<file path="src/verilog/hbp_pkg.sv">
// constants, field layout and encodings of the h-bridge pwm configuration
package hbp_pkg;
	// ------------------------------------------------------------
	// sizes
	// ------------------------------------------------------------
	localparam int HBP_CH_N   = 4;         // channels
	localparam int HBP_PER_W  = 11;        // period and duty width
	localparam int HBP_ADDR_W = 8;         // axi byte address width
	localparam int HBP_DATA_W = 32;        // axi data width
	localparam int HBP_IDX_W  = 6;         // register index width
	// ------------------------------------------------------------
	// register indices, byte address is four times the index
	// ------------------------------------------------------------
	localparam logic [5:0] HBP_IDX_CTL0 = 6'h00; // prescaler, dither, flag
	localparam logic [5:0] HBP_IDX_CTL1 = 6'h01; // freewheel side, irq enable
	localparam logic [5:0] HBP_IDX_PER  = 6'h02; // period length
	localparam logic [5:0] HBP_IDX_CHC  = 6'h10; // channel control 0, 1..3
	// ------------------------------------------------------------
	// field positions
	// ------------------------------------------------------------
	localparam int HBP_CTL0_PRE_LSB  = 5;  // tick prescaler, two bits
	localparam int HBP_CTL0_JITTER_SPREAD_ENABLE_BIT = 2;  // jitter spread enable
	localparam int HBP_CTL0_FLAG_BIT = 0;  // overflow flag, write one clears
	localparam int HBP_CTL1_FW_BIT   = 7;  // freewheel side select
	localparam int HBP_CTL1_IE_BIT   = 0;  // overflow irq enable
	localparam int HBP_CHC_MODE_LSB  = 6;  // bridge output mode, two bits
	localparam int HBP_CHC_ALIGN_LSB = 4;  // alignment mode, two bits
	localparam int HBP_CHC_DLY_LSB   = 0;  // channel delay, two bits
	// ------------------------------------------------------------
	// reset values
	// ------------------------------------------------------------
	localparam logic [7:0]  HBP_RST_BYTE = 8'h00;  // all 8-bit registers
	localparam logic [15:0] HBP_RST_PER  = 16'h0000; // period length
	// ------------------------------------------------------------
	// encodings
	// ------------------------------------------------------------
	typedef enum logic [1:0] {
		HBP_HALF_MINUS = 2'b00,            // pwm on minus pin
		HBP_HALF_PLUS  = 2'b01,            // pwm on plus pin
		HBP_FULL       = 2'b10,            // full bridge
		HBP_DUAL_FULL  = 2'b11             // dual full bridge
	} hbp_mode_t;
	typedef enum logic [1:0] {
		HBP_AL_OFF    = 2'b00,             // channel disabled
		HBP_AL_LEFT   = 2'b01,             // left aligned
		HBP_AL_RIGHT  = 2'b10,             // right aligned
		HBP_AL_CENTER = 2'b11              // center aligned
	} hbp_align_t;
	localparam logic [1:0] HBP_RESP_OKAY   = 2'b00; // axi okay
	localparam logic [1:0] HBP_RESP_SLVERR = 2'b10; // unmapped address
endpackage

</file>
<file path="src/verilog/hbp_ch_if.sv">
// per-channel link between the timing engine and the pin mapper
`timescale 1ns/1ns
`default_nettype none
interface hbp_ch_if;
	import hbp_pkg::*;
	logic      level;      // delayed pwm active phase
	logic      enabled;    // working alignment on and period non-zero
	hbp_mode_t mode;       // working bridge output mode
	logic      freewheel;  // freewheel side select
	logic      sign;       // duty sign bit
	logic      plus;       // plus pin value
	logic      minus;      // minus pin value
	logic      plus_oe;    // plus pin driven
	logic      minus_oe;   // minus pin driven
	modport src (output level, enabled, mode, freewheel, sign,
		input plus, minus, plus_oe, minus_oe);
	modport map (input level, enabled, mode, freewheel, sign,
		output plus, minus, plus_oe, minus_oe);
endinterface
`default_nettype wire

</file>
<file path="src/verilog/hbp_pin_map.sv">
// maps one channel's pwm phase onto its bridge pin pair
`timescale 1ns/1ns
`default_nettype none
module hbp_pin_map (
	hbp_ch_if.map p        // channel link
);
	import hbp_pkg::*;
	logic pwm_val;         // pin value in the pwm phase
	logic static_val;      // value of the static pin
	logic swap;            // pwm on minus pin in full modes

	// ------------------------------------------------------------
	// pin pattern
	// ------------------------------------------------------------
	// released pins keep value low so nothing floats into the registers
	always_comb
	begin
		pwm_val    = p.freewheel ? p.level : ~p.level;
		static_val = ~p.freewheel;
		swap       = p.sign ^ p.freewheel;
		p.plus     = 1'b0;
		p.minus    = 1'b0;
		p.plus_oe  = 1'b0;
		p.minus_oe = 1'b0;
		if (p.enabled)
		begin
			case (p.mode)
				// half modes ignore freewheel, always active low
				HBP_HALF_MINUS:
				begin
					p.minus    = ~p.level;
					p.minus_oe = 1'b1;
				end
				HBP_HALF_PLUS:
				begin
					p.plus    = ~p.level;
					p.plus_oe = 1'b1;
				end
				// full and dual full: freewheel steers both pins
				default:
				begin
					p.plus_oe  = 1'b1;
					p.minus_oe = 1'b1;
					p.minus    = swap ? pwm_val : static_val;
					p.plus     = swap ? static_val : pwm_val;
				end
			endcase
		end
	end
endmodule
`default_nettype wire

</file>
<file path="src/verilog/hbp_top.sv">
// h-bridge pwm generator: register file, period timer and channel outputs
`timescale 1ns/1ns
`default_nettype none
module hbp_top
	import hbp_pkg::*;
(
	input  wire logic                    aclk,          // bus clock
	input  wire logic                    aresetn,       // sync reset, low
	input  wire logic                    ce,            // clock enable
	input  wire logic [HBP_ADDR_W-1:0]   s_axi_awaddr,  // write address
	input  wire logic                    s_axi_awvalid, // write addr valid
	output logic                         s_axi_awready, // write addr ready
	input  wire logic [HBP_DATA_W-1:0]   s_axi_wdata,   // write data
	input  wire logic [3:0]              s_axi_wstrb,   // byte enables
	input  wire logic                    s_axi_wvalid,  // write data valid
	output logic                         s_axi_wready,  // write data ready
	output logic [1:0]                   s_axi_bresp,   // write response
	output logic                         s_axi_bvalid,  // response valid
	input  wire logic                    s_axi_bready,  // response ready
	input  wire logic [HBP_ADDR_W-1:0]   s_axi_araddr,  // read address
	input  wire logic                    s_axi_arvalid, // read addr valid
	output logic                         s_axi_arready, // read addr ready
	output logic [HBP_DATA_W-1:0]        s_axi_rdata,   // read data
	output logic [1:0]                   s_axi_rresp,   // read response
	output logic                         s_axi_rvalid,  // read data valid
	input  wire logic                    s_axi_rready,  // read data ready
	input  wire logic [3:0][HBP_PER_W-1:0] duty_count,  // duty per channel
	input  wire logic [3:0]              duty_sign,     // sign per channel
	output logic [3:0]                   plus_pin,      // plus pin values
	output logic [3:0]                   plus_pin_oe,   // plus pin drive
	output logic [3:0]                   minus_pin,     // minus pin values
	output logic [3:0]                   minus_pin_oe,  // minus pin drive
	output logic                         irq            // overflow irq
);
	import hbp_pkg::*;

	// ------------------------------------------------------------
	// functions
	// ------------------------------------------------------------
	// channel control hit for an index
	function automatic logic chc_hit(input logic [5:0] idx);
		chc_hit = (idx[5:2] == HBP_IDX_CHC[5:2]);
	endfunction
	// divider terminal count for a prescaler code
	function automatic logic [2:0] div_lim(input logic [1:0] code);
		div_lim = 3'((4'h1 << code) - 4'h1);
	endfunction
	// pwm active phase for one channel
	function automatic logic pwm_on(input hbp_align_t al,
		input logic [10:0] c, input logic [10:0] cycle_length,
		input logic [10:0] d);
		logic [12:0] c2;  // 13 bits: twice the count must not wrap
		c2 = {1'b0, c, 1'b0};
		case (al)
			HBP_AL_LEFT:   pwm_on = (c < d);
			HBP_AL_RIGHT:  pwm_on = ({1'b0, c} + {1'b0, d}) >= {1'b0, cycle_length};
			HBP_AL_CENTER: pwm_on = (c2 + {2'b00, d} >= {2'b00, cycle_length}) &&
				(c2 < {2'b00, cycle_length} + {2'b00, d});
			default:       pwm_on = 1'b0;
		endcase
	endfunction

	// ------------------------------------------------------------
	// register and bus state
	// ------------------------------------------------------------
	logic [1:0]  pre_q, pre_d;             // tick prescaler
	logic        jitter_spread_enable_q, jitter_spread_enable_d;           // jitter spread enable
	logic        flag_q, flag_d;           // overflow flag
	logic        fw_q, fw_d;               // freewheel side select
	logic        ie_q, ie_d;               // overflow irq enable
	logic [10:0] per_q, per_d;             // period length as written
	logic [3:0][7:0] chc_q, chc_d;         // channel control as written
	logic        awf_q, awf_d;             // write address held
	logic [5:0]  awi_q, awi_d;             // held write index
	logic        wf_q, wf_d;               // write data held
	logic [31:0] wd_q, wd_d;               // held write data
	logic [3:0]  ws_q, ws_d;               // held byte enables
	logic        bv_q, bv_d;               // write response valid
	logic [1:0]  br_q, br_d;               // write response code
	logic        rv_q, rv_d;               // read data valid
	logic [31:0] rd_q, rd_d;               // read data
	logic [1:0]  rr_q, rr_d;               // read response code
	logic        do_wr;                    // write performed this cycle
	logic [5:0]  ari;                      // read index
	logic        ovf;                      // counter overflow event
	logic [10:0] eff_per;                  // period seen by the counter

	assign s_axi_awready = ce & ~awf_q;
	assign s_axi_wready  = ce & ~wf_q;
	assign s_axi_arready = ce & ~rv_q;
	assign s_axi_bvalid  = bv_q;
	assign s_axi_bresp   = br_q;
	assign s_axi_rvalid  = rv_q;
	assign s_axi_rdata   = rd_q;
	assign s_axi_rresp   = rr_q;
	assign irq           = flag_q & ie_q;
	assign do_wr         = awf_q & wf_q & ~bv_q;
	assign ari           = s_axi_araddr[7:2];
	// lsb dropped under dither; 0x0001 thus collapses to zero
	assign eff_per = jitter_spread_enable_q ? {per_q[10:1], 1'b0} : per_q;

	// ------------------------------------------------------------
	// bus slave and register next state
	// ------------------------------------------------------------
	// address and data are held apart so either may come first
	always_comb
	begin
		pre_d = pre_q;  jitter_spread_enable_d = jitter_spread_enable_q;  fw_d = fw_q;  ie_d = ie_q;
		per_d = per_q;  chc_d = chc_q;
		awf_d = awf_q;  awi_d = awi_q;  wf_d = wf_q;
		wd_d = wd_q;  ws_d = ws_q;  bv_d = bv_q;  br_d = br_q;
		rv_d = rv_q;  rd_d = rd_q;  rr_d = rr_q;
		// set wins over a clear in the same cycle
		flag_d = flag_q | ovf;
		if (s_axi_awvalid && s_axi_awready)
		begin
			awf_d = 1'b1;
			awi_d = s_axi_awaddr[7:2];
		end
		if (s_axi_wvalid && s_axi_wready)
		begin
			wf_d = 1'b1;
			wd_d = s_axi_wdata;
			ws_d = s_axi_wstrb;
		end
		if (s_axi_bvalid && s_axi_bready)
			bv_d = 1'b0;
		if (do_wr)
		begin
			awf_d = 1'b0;
			wf_d  = 1'b0;
			bv_d  = 1'b1;
			br_d  = HBP_RESP_OKAY;
			if (awi_q == HBP_IDX_CTL0 && ws_q[0])
			begin
				pre_d  = wd_q[HBP_CTL0_PRE_LSB +: 2];
				jitter_spread_enable_d = wd_q[HBP_CTL0_JITTER_SPREAD_ENABLE_BIT];
				flag_d = ovf | (flag_q & ~wd_q[HBP_CTL0_FLAG_BIT]);
			end
			else if (awi_q == HBP_IDX_CTL1 && ws_q[0])
			begin
				fw_d = wd_q[HBP_CTL1_FW_BIT];
				ie_d = wd_q[HBP_CTL1_IE_BIT];
			end
			else if (awi_q == HBP_IDX_PER)
			begin
				if (ws_q[0])
					per_d[7:0] = wd_q[7:0];
				if (ws_q[1])
					per_d[10:8] = wd_q[10:8];
			end
			else if (chc_hit(awi_q))
			begin
				// bits 3:2 are unimplemented and stay zero
				if (ws_q[0])
					chc_d[awi_q[1:0]] = {wd_q[7:4], 2'b00,
						wd_q[1:0]};
			end
			else if (awi_q != HBP_IDX_CTL0 && awi_q != HBP_IDX_CTL1)
				br_d = HBP_RESP_SLVERR;
		end
		if (s_axi_rvalid && s_axi_rready)
			rv_d = 1'b0;
		if (s_axi_arvalid && s_axi_arready)
		begin
			rv_d = 1'b1;
			rr_d = HBP_RESP_OKAY;
			rd_d = 32'h0000_0000;
			if (ari == HBP_IDX_CTL0)
				rd_d[7:0] = {1'b0, pre_q, 2'b00, jitter_spread_enable_q, 1'b0, flag_q};
			else if (ari == HBP_IDX_CTL1)
				rd_d[7:0] = {fw_q, 6'h00, ie_q};
			else if (ari == HBP_IDX_PER)
				rd_d[10:0] = eff_per;
			else if (chc_hit(ari))
				rd_d[7:0] = chc_q[ari[1:0]];
			else
				rr_d = HBP_RESP_SLVERR;
		end
	end

	// register the bus and register-file state
	always_ff @(posedge aclk)
	begin
		if (!aresetn)
		begin
			pre_q <= 2'h0;  jitter_spread_enable_q <= 1'b0;  flag_q <= 1'b0;
			fw_q <= 1'b0;  ie_q <= 1'b0;
			per_q <= HBP_RST_PER[10:0];
			chc_q <= {4{HBP_RST_BYTE}};
			awf_q <= 1'b0;  awi_q <= 6'h00;  wf_q <= 1'b0;
			wd_q <= 32'h0000_0000;  ws_q <= 4'h0;
			bv_q <= 1'b0;  br_q <= 2'h0;
			rv_q <= 1'b0;  rd_q <= 32'h0000_0000;  rr_q <= 2'h0;
		end
		else if (ce)
		begin
			pre_q <= pre_d;  jitter_spread_enable_q <= jitter_spread_enable_d;  flag_q <= flag_d;
			fw_q <= fw_d;  ie_q <= ie_d;  per_q <= per_d;  chc_q <= chc_d;
			awf_q <= awf_d;  awi_q <= awi_d;  wf_q <= wf_d;
			wd_q <= wd_d;  ws_q <= ws_d;  bv_q <= bv_d;  br_q <= br_d;
			rv_q <= rv_d;  rd_q <= rd_d;  rr_q <= rr_d;
		end
	end

	// ------------------------------------------------------------
	// timer, working copies and pins
	// ------------------------------------------------------------
	logic [2:0]  div_q, div_d;             // prescaler divider
	logic [10:0] cnt_q, cnt_d;             // period counter
	logic [10:0] perw_q, perw_d;           // working period
	logic [1:0]  prew_q, prew_d;           // working prescaler
	hbp_mode_t  [3:0] modew_q, modew_d;    // working output modes
	hbp_align_t [3:0] alw_q, alw_d;        // working alignments
	logic [3:0][2:0] dly_q, dly_d;         // delay taps per channel
	logic [3:0]  pp_d, ppo_d, mp_d, mpo_d; // next pin values
	logic        active;                   // working period non-zero
	logic        tick;                     // counter tick
	logic        any_en;                   // some working channel on
	logic [3:0]  lvl;                      // undelayed pwm phase

	assign active = (perw_q != 11'h000);
	assign tick   = active && (div_q == div_lim(prew_q));
	assign ovf    = tick && (cnt_q == perw_q - 11'h001);
	assign any_en = (alw_q != {4{HBP_AL_OFF}});

	genvar g;
	generate
		for (g = 0; g < HBP_CH_N; g++)
		begin : g_ch
			hbp_ch_if ch ();
			assign lvl[g] = pwm_on(alw_q[g], cnt_q, perw_q, duty_count[g]);
			// tap zero is the live phase, later taps lag one tick each
			assign ch.level = (chc_q[g][1:0] == 2'b00) ? lvl[g] :
				dly_q[g][chc_q[g][1:0] - 2'b01];
			// enable is not delayed, so release is immediate
			assign ch.enabled   = active && (alw_q[g] != HBP_AL_OFF);
			assign ch.mode      = modew_q[g];
			assign ch.freewheel = fw_q;
			assign ch.sign      = duty_sign[g];
			assign pp_d[g]  = ch.plus;
			assign ppo_d[g] = ch.plus_oe;
			assign mp_d[g]  = ch.minus;
			assign mpo_d[g] = ch.minus_oe;
			hbp_pin_map u_map (
				.p (ch)
			);

		end
	endgenerate

	// counter, divider, buffered settings and delay taps
	always_comb
	begin
		div_d = div_q;  cnt_d = cnt_q;  perw_d = perw_q;  prew_d = prew_q;
		modew_d = modew_q;  alw_d = alw_q;  dly_d = dly_q;
		if (!active)
		begin
			// idle: take the new period and prescaler at once
			perw_d = eff_per;
			prew_d = pre_q;
			div_d  = 3'h0;
			cnt_d  = 11'h000;
		end
		else
		begin
			div_d = tick ? 3'h0 : div_q + 3'h1;
			if (tick)
				cnt_d = ovf ? 11'h000 : cnt_q + 11'h001;
			if (ovf)
			begin
				perw_d = eff_per;
				prew_d = pre_q;
			end
		end
		if (!active || !any_en || ovf)
		begin
			for (int i = 0; i < HBP_CH_N; i++)
			begin
				modew_d[i] = hbp_mode_t'(chc_q[i][HBP_CHC_MODE_LSB +: 2]);
				alw_d[i] = hbp_align_t'(chc_q[i][HBP_CHC_ALIGN_LSB +: 2]);
			end
		end
		if (tick)
			for (int i = 0; i < HBP_CH_N; i++)
				dly_d[i] = {dly_q[i][1:0], lvl[i]};
	end

	// register timer state and pins
	always_ff @(posedge aclk)
	begin
		if (!aresetn)
		begin
			div_q <= 3'h0;  cnt_q <= 11'h000;
			perw_q <= 11'h000;  prew_q <= 2'h0;
			modew_q <= {4{HBP_HALF_MINUS}};  alw_q <= {4{HBP_AL_OFF}};
			dly_q <= '0;
			plus_pin <= 4'h0;  plus_pin_oe <= 4'h0;
			minus_pin <= 4'h0;  minus_pin_oe <= 4'h0;
		end
		else if (ce)
		begin
			div_q <= div_d;  cnt_q <= cnt_d;
			perw_q <= perw_d;  prew_q <= prew_d;
			modew_q <= modew_d;  alw_q <= alw_d;  dly_q <= dly_d;
			plus_pin <= pp_d;  plus_pin_oe <= ppo_d;
			minus_pin <= mp_d;  minus_pin_oe <= mpo_d;
		end
	end
endmodule
`default_nettype wire

</file>
<file path="config.mk">
export PLATFORM = sky130hd
export DESIGN_NAME = hbp_top
export DESIGN_NICKNAME = d
export VERILOG_FILES = /design/src/verilog/hbp_pkg.sv /design/src/verilog/hbp_ch_if.sv /design/src/verilog/hbp_pin_map.sv /design/src/verilog/hbp_top.sv
export SDC_FILE = /design/constraint.sdc
export NUM_CORES = 1
export LEC_CHECK = 0
export BUFFER_PORTS_ARGS = -buffer_cell sky130_fd_sc_hd__buf_2
export CAP_MARGIN = 20
export CORE_MARGIN = 4
export CORE_UTILIZATION = 57
export CTS_BUF_LIST = sky130_fd_sc_hd__clkbuf_4 sky130_fd_sc_hd__clkbuf_8
export DETAILED_ROUTE_END_ITERATION = 8
export GPL_TIMING_DRIVEN = 0
export PLACE_DENSITY = 0.81
export SETUP_SLACK_MARGIN = 0.3
export SYNTH_ARGS = -nofsm -noshare
export SYNTH_HDL_FRONTEND = slang
export SYNTH_SLANG_ARGS = --single-unit
</file>
<file path="constraint.sdc">
create_clock -name aclk -period 5.65 [get_ports aclk]
set_clock_uncertainty 0.1 [all_clocks]
set_input_delay 0.2825 -clock aclk [delete_from_list [all_inputs] [get_ports aclk]]
set_output_delay 0.2825 -clock aclk [all_outputs]
set_load 0.1 [all_outputs]
</file>
; ---- Word level (Yosys, flattened, before mapping)
; Cells that the tools add are included.
[totals]
reg_bits = 158
in_bits = 108
output_inout_bits = 58
elab_cells = 300
[op_classes]
addsub = 20
n_lt_le_gt_ge = 23
n_eq_ne = 27
shift = 1
mux = 101
n_bitwise = 26
n_reduce_logical = 61
[op_table]
columns = cell, n
row1 = $add A11 B11 Y12, 8
row2 = $mux W1, 55
row3 = $mux W11, 5
row4 = $add A12 B11 Y13, 4
row5 = $ge A13 B11 Y1, 4
row6 = $ge A12 B11 Y1, 4
row7 = $lt A12 B12 Y1, 4
row8 = $mux W8, 6
row9 = $lt A11 B11 Y1, 4
row10 = $bwmux W32, 1
row11 = $reduce_and A2 Y1, 12
row12 = $mux W2, 11
row13 = $logic_and A1 B1 Y1, 19
row14 = $lt A2 B3 Y1 const B, 6
row15 = $bmux W8 S2, 1
row16 = $demux W8 S2, 1
row17 = $eq A2 B1 Y1 const B, 8
row18 = $eq A2 B2 Y1 const B, 8
row19 = $logic_not A2 Y1, 8
row20 = $pmux W1 S2, 8
row21 = $reduce_bool A2 Y1, 8
row22 = $mux W3, 5
row23 = $not A1 Y1, 13
row24 = $eq A6 B1 Y1 const B, 2
row25 = 29 further kinds, 54

; ---- Depth between registers and ports, before layout
[logic_depth]
depth_word = 10
mapped_depth = 22
depth_no_buf = 22

; ---- Modules after synthesis
; From an unflattened synthesis, not the netlist that was laid out.
[hier_totals]
hier_cells = 1900
area_unflattened_um2 = 15638.7
[by_module_without_submodules]
columns = module, n_inst, cells_per_inst, area_each_um2, seq_area_each_um2
row1 = hbp_top, 1, 1856, 15373.5, 2962.8
row2 = hbp_pin_map, 4, 11, 66.3, 0.0

; ---- Worst setup path before layout
; No wires, ideal clock.
[synth_timing]
path_kind = reg-to-reg
startpoint = reg cnt_q[1]
endpoint = reg minus_pin[0]
setup_ps = 79
arrival_time_ps = 4591
required_time_ps = 5471
slack_ps = 880
path_stages_with_launch = 20
path_buffers = 0
synth_period_minus_slack_ps = 4770
cell_sequence = dfxtp_1 inv_1 fa_1 o21bai_1 a21oi_1 o21bai_1 a21oi_1 o21bai_1 a21oi_1 o21bai_1 a21oi_1 xor2_1 ha_1 a2111oi_0 o221ai_1 o311ai_0 o31ai_1 o22a_1 or4b_1 o211ai_1
[synth_between]
elab_chain_cells = 10
elab_cells_between_ends = 14
classes_between = add/sub: 2 / order compare: 4 / mux: 6 / bitwise: 1 / reduce/logical: 1
[synth_lines]
columns = element, line
row1 = "start, declared", hbp_top.sv:210  ; logic [10:0] cnt_q, cnt_d;
row2 = "start signal, assigned", hbp_top.sv:303  ; div_q <= div_d; cnt_q <= cnt_d;
row3 = $add A12 B11 Y13, hbp_top.sv:57  ; HBP_AL_CENTER: pwm_on = (c2 + {2'b00, d} >= {2'b00, cycle_length}) &&
row4 = $ge A13 B11 Y1, hbp_top.sv:57
row5 = $logic_and A1 B1 Y1, hbp_top.sv:57
row6 = $pmux W1 S3 *, hbp_top.sv:54  ; case (al)
row7 = $mux W1 *, hbp_top.sv:234  ; assign ch.level = (chc_q[g][1:0] == 2'b00) ? lvl[g] :
row8 = $not A1 Y1, "hbp_pin_map.sv:18, hbp_pin_map.sv:31"
row9 = $mux W1, hbp_pin_map.sv:18  ; pwm_val = p.freewheel ? p.level : ~p.level;
row10 = $mux W1, hbp_pin_map.sv:44  ; p.minus = swap ? pwm_val : static_val;
row11 = $pmux W1 S2 *, hbp_pin_map.sv:27  ; case (p.mode)
row12 = $mux W1 *, hbp_pin_map.sv:25  ; if (p.enabled)
row13 = "end signal, assigned", hbp_top.sv:307  ; minus_pin <= mp_d; minus_pin_oe <= mpo_d;
row14 = "end, declared", hbp_top.sv:31  ; output logic [3:0] minus_pin,
; Every way passes the cells marked *; elsewhere a longest branch is shown, timed or not.
; A chain may end at the register's enable or synchronous reset.

; ---- Final worst setup path
[layout_timing]
startpoint = reg cnt_q[3]
endpoint = reg plus_pin[1]
[layout_between]
elab_chain_cells = 10
elab_cells_between_ends = 14
classes_between = add/sub: 2 / order compare: 4 / mux: 6 / bitwise: 1 / reduce/logical: 1
[layout_lines]
columns = element, line
row1 = $add A12 B11 Y13, hbp_top.sv:57
row2 = $ge A13 B11 Y1, hbp_top.sv:57
row3 = $logic_and A1 B1 Y1, hbp_top.sv:57
row4 = $pmux W1 S3 *, hbp_top.sv:54
row5 = $mux W1 *, hbp_top.sv:234
row6 = $not A1 Y1, "hbp_pin_map.sv:18, hbp_pin_map.sv:36"
row7 = $mux W1, hbp_pin_map.sv:18
row8 = $mux W1, hbp_pin_map.sv:45  ; p.plus = swap ? static_val : pwm_val;
row9 = $pmux W1 S2 *, hbp_pin_map.sv:27
row10 = $mux W1 *, hbp_pin_map.sv:25
row11 = "end signal, assigned", hbp_top.sv:306  ; plus_pin <= pp_d; plus_pin_oe <= ppo_d;
row12 = "end, declared", hbp_top.sv:29  ; output logic [3:0] plus_pin,
; Marks and branches as above.

==> flow_metrics.py <==
metrics = {
    "routing": {
        "wl_per_cell_um": 18.3,
        "wl_met3_um": 3380,
        "wl_met2_um": 21900,
        "via_count": 15100,
        "drt_drc_violations_left": 0,
        "drt-met1-wl_um": 19200,
        "drt-total-wl_um": 46500,
        "drt_iter0_drc": 1068,
        "postRouteAntennaNets": 0,
        "top_layer_used": "met4",
        "drt_first_pass_iters": 6,
        "viasPerCell": 5.97,
    },
    "floorplan": {
        "die_area_sq_um": 30900,
        "boundaryPins": 166,
        "start_util_pct": 57.8,
        "die_w_um": 176,
        "fp.coreArea_sq_um": 27800,
        "die_h_um": 176,
        "std_cell_rows": 61,
    },
    "cts": {
        "numCtsBuffers": 17,
        "cts_root_buffer": "clkbuf_8",
        "clkSinkCount": 148,
        "cts_tree": "built",
        "clock_latency_ns": 0.46,
        "cts_max_level": 4,
        "clock_path_buffers": 2,
        "clk_pin_slew_ns": 0.09,
    },
    "logic_synthesis": {
        "synthCells": 1967,
        "avgSynthCellArea_sq_um": 8.17,
        "synth-seq-area-share_pct": 18.4,
        "async_reset_ff_share_pct": 0,
        "synth_ff_type": "dfxtp_1",
        "yosys_warnings": 0,
        "ys_ff_latch": 148,
        "synth_area_sq_um": 16100,
        "ys_types": 86,
        "synth_edf_count": 0,
    },
    "global_route": {
        "grt_util_all_layers_pct": 29.3,
        "grt_max_degree": 22,
        "first_global_vias": 14800,
        "overflow": 0,
        "grt_antenna_before_repair": 0,
        "grt_pass1_wl_um": 74300,
    },
    "timing": {
        "grt_setup_unrepaired": "no",
        "tightest_slew_ns": 1.14,
        "period_minus_slack_ns": 5.16,
        "hold_viol": 1,
        "drv_slew": 0,
        "finalCritPeriodShare_pct": 91.4,
        "setup_viol_count_final": 0,
        "holdWs_ns": -0.00377,
        "fmax_mhz": 194,
        "fin_ws_ns": 0.487,
        "maxSlewHeadroom_pct": 23.8,
    },
    "critical_path": {
        "cp_data_arrival_time_ns": 5.42,
        "startpoint_type": "flip-flop",
        "endpoint_kind": "flip-flop",
        "critPathKind": "reg2reg",
        "cp.required_ns": 5.90,
        "critPathMaxFanout": 21,
    },
    "final_layout": {
        "area.growth.synth_to_final_pct": 11.3,
        "multi_input_area_sq_um": 12200,
        "fin_cells": 2534,
        "layout.area.seq_sq_um": 2980,
        "layout.nets": 2574,
        "diodes": 0,
        "fin_util_pct": 64.4,
        "drive_gt1_share_pct": 10.4,
        "fill_cells": 2393,
    },
    "placement": {
        "dp_hpwl_um": 35000,
        "place.port_buffers": 112,
        "dp_cells": 2480,
        "place_ws_ns": -0.519,
        "routabilityCongestion": 0.935,
    },
    "power_and_ir_drop": {
        "power.density_nw_per_um2": 141,
        "power_leakage_nw": 8.04,
        "ir_worst_vdd_mv": 0.169,
        "totalPowerFinal_mw": 2.52,
    },
    "min_path": {
        "min_path_type": "in2reg",
    },
    "run": {
        "drv_cap": 0,
    },
    "run_status": {
        "violations": "hold timing",
        "status": "finished with violations",
    },
}
-- report_power, final --
group / switching (mW) / internal [mW] / total, mW
Clock: 0.417 / 0.517 / 0.934
Sequential: 0.0105 / 1.05 / 1.06
Combinational: 0.345 / 0.181 / 0.525
Total: 0.772 / 1.75 / 2.52
-- cell families (layout without fill, tap and decap cells) --
family                     count (synthesis)  in the layout  share of synthesized area, %
and+or+nand+nor                          586            586                          17.7
xor gates and xnor gates                 123            123                          6.71
buffers and inverters                    221            388                          5.92
DFF                                      148            148                          18.4
other                                      1             23                        0.0233
adders and majority gates                323            323                          25.7
muxes                                     58             58                          4.15
AOI/OAI and AO/OA                        507            507                          21.3
-- cells in the mapped netlist, types with 18 or more instances --
cell,count,area [sq um]
a211oi_1,20,150
o211ai_1,18,135
ha_1,311,3890
inv_1,146,548
nor3_1,30,150
mux2i_1,49,490
o21a_1,25,188
nand3_1,60,300
xnor2_1,71,622
clkbuf_1,39,146
a21oi_1,119,596
a21o_1,31,233
nor2b_1,72,450
xor2_1,52,455
a21boi_0,44,330
nand2_1,160,601
o21bai_1,40,300
dfxtp_1,148,2960
nor2_1,151,567
buf_4,25,188
o21ai_0,86,430
nand2b_1,24,150
-- final timing paths --
path / cells past startpoint / end / startpoint / slack (ns)
min: 3 / awi_q[3] / s_axi_awaddr[5] / -0.004
max: 18 / plus_pin[1] / cnt_q[3] / 0.49
max reg2reg: 18 / plus_pin[1] / cnt_q[3] / 0.49
min reg2reg: 2 / minus_pin_oe[2] / minus_pin_oe[2] / 0.37
-- flip-flops by register name (all words and copies together) (netlist names), 6 cells and up --
register      flops
s_axi_rdata      11
g_ch.ch.mode      8
perw_q           11
awi_q             6
alw_q             8
chc_q            24
cnt_q            11
per_q            11
dly_q            12
wd_q             11
-- through the flow --
stage	setup TNS, ns	cell area, sq um
5_1_grt	0	17900
2_1_floorplan	0	16100
6_report	0	17900
3_3_place_gp	-1.25	17200
3_5_place_dp	-1.72	17200
4_1_cts	0	17900
-- cell usage in the layout (no fill, tap or decap), types with 10 or more instances in the layout --
cell type      count
a211oi_1          20
a21boi_0          44
a21o_1            31
a21oi_1          118
and3_1            12
buf_2            116
buf_4             28
clkbuf_1          39
clkbuf_8          19
conb_1            23
dfxtp_1          141
dlygate4sd3_1     19
fa_1              12
ha_1             311
inv_1            145
mux2i_1           49
nand2_1          160
nand2b_1          24
nand3_1           60
nand4_1           17
nor2_1           151
nor2b_1           72
nor3_1            30
nor3b_1           10
nor4_1            12
o211ai_1          18
o21a_1            25
o21ai_0           86
o21bai_1          40
xnor2_1           71
xor2_1            52
-- final cells by class --
cell class                 count  area share, %
buffer                        75           2.25
clock buffer                  21           1.55
clock inverter                11          0.973
inverter                     146           3.09
multi-input combinational   1620           68.5
sequential                   148           16.7
tap                          378           2.65
timing repair buffer         135           4.35
-- layer usage --
| layer | GRT usage (%) | up-vias |
|---|---|---|
| met4 | 12.5 | 0 |
| li1 | - | 7371 |
| met2 | 50.3 | 606 |
| met3 | 4.15 | 128 |
| met5 | 0 | - |
| met1 | 36.8 | 7033 |
-- timing repair --
action                     CTS  global route
setup endpoints to repair    9             7
hold buffers                19             0
buffers inserted             3             0
hold endpoints to repair    19             0
resized for setup            7             8
-- worst max-delay path, cell delays in order (launching register included) --
cell,delay (ns)
dfxtp_2,0.76
ha_1,0.41
a21oi_1,0.18
o22ai_1,0.12
nor4_1,0.30
nor3_1,0.14
a21o_1,0.19
a21oi_1,0.16
xnor2_1,0.16
ha_1,0.28
nand4_1,0.13
nor2_1,0.08
a2111oi_0,0.42
o21ai_0,0.19
o41a_1,0.47
o21ai_2,0.12
a31oi_4,0.19
mux2_4,0.33
a221o_1,0.31
Note: power is estimated with default switching activity, not from simulation.
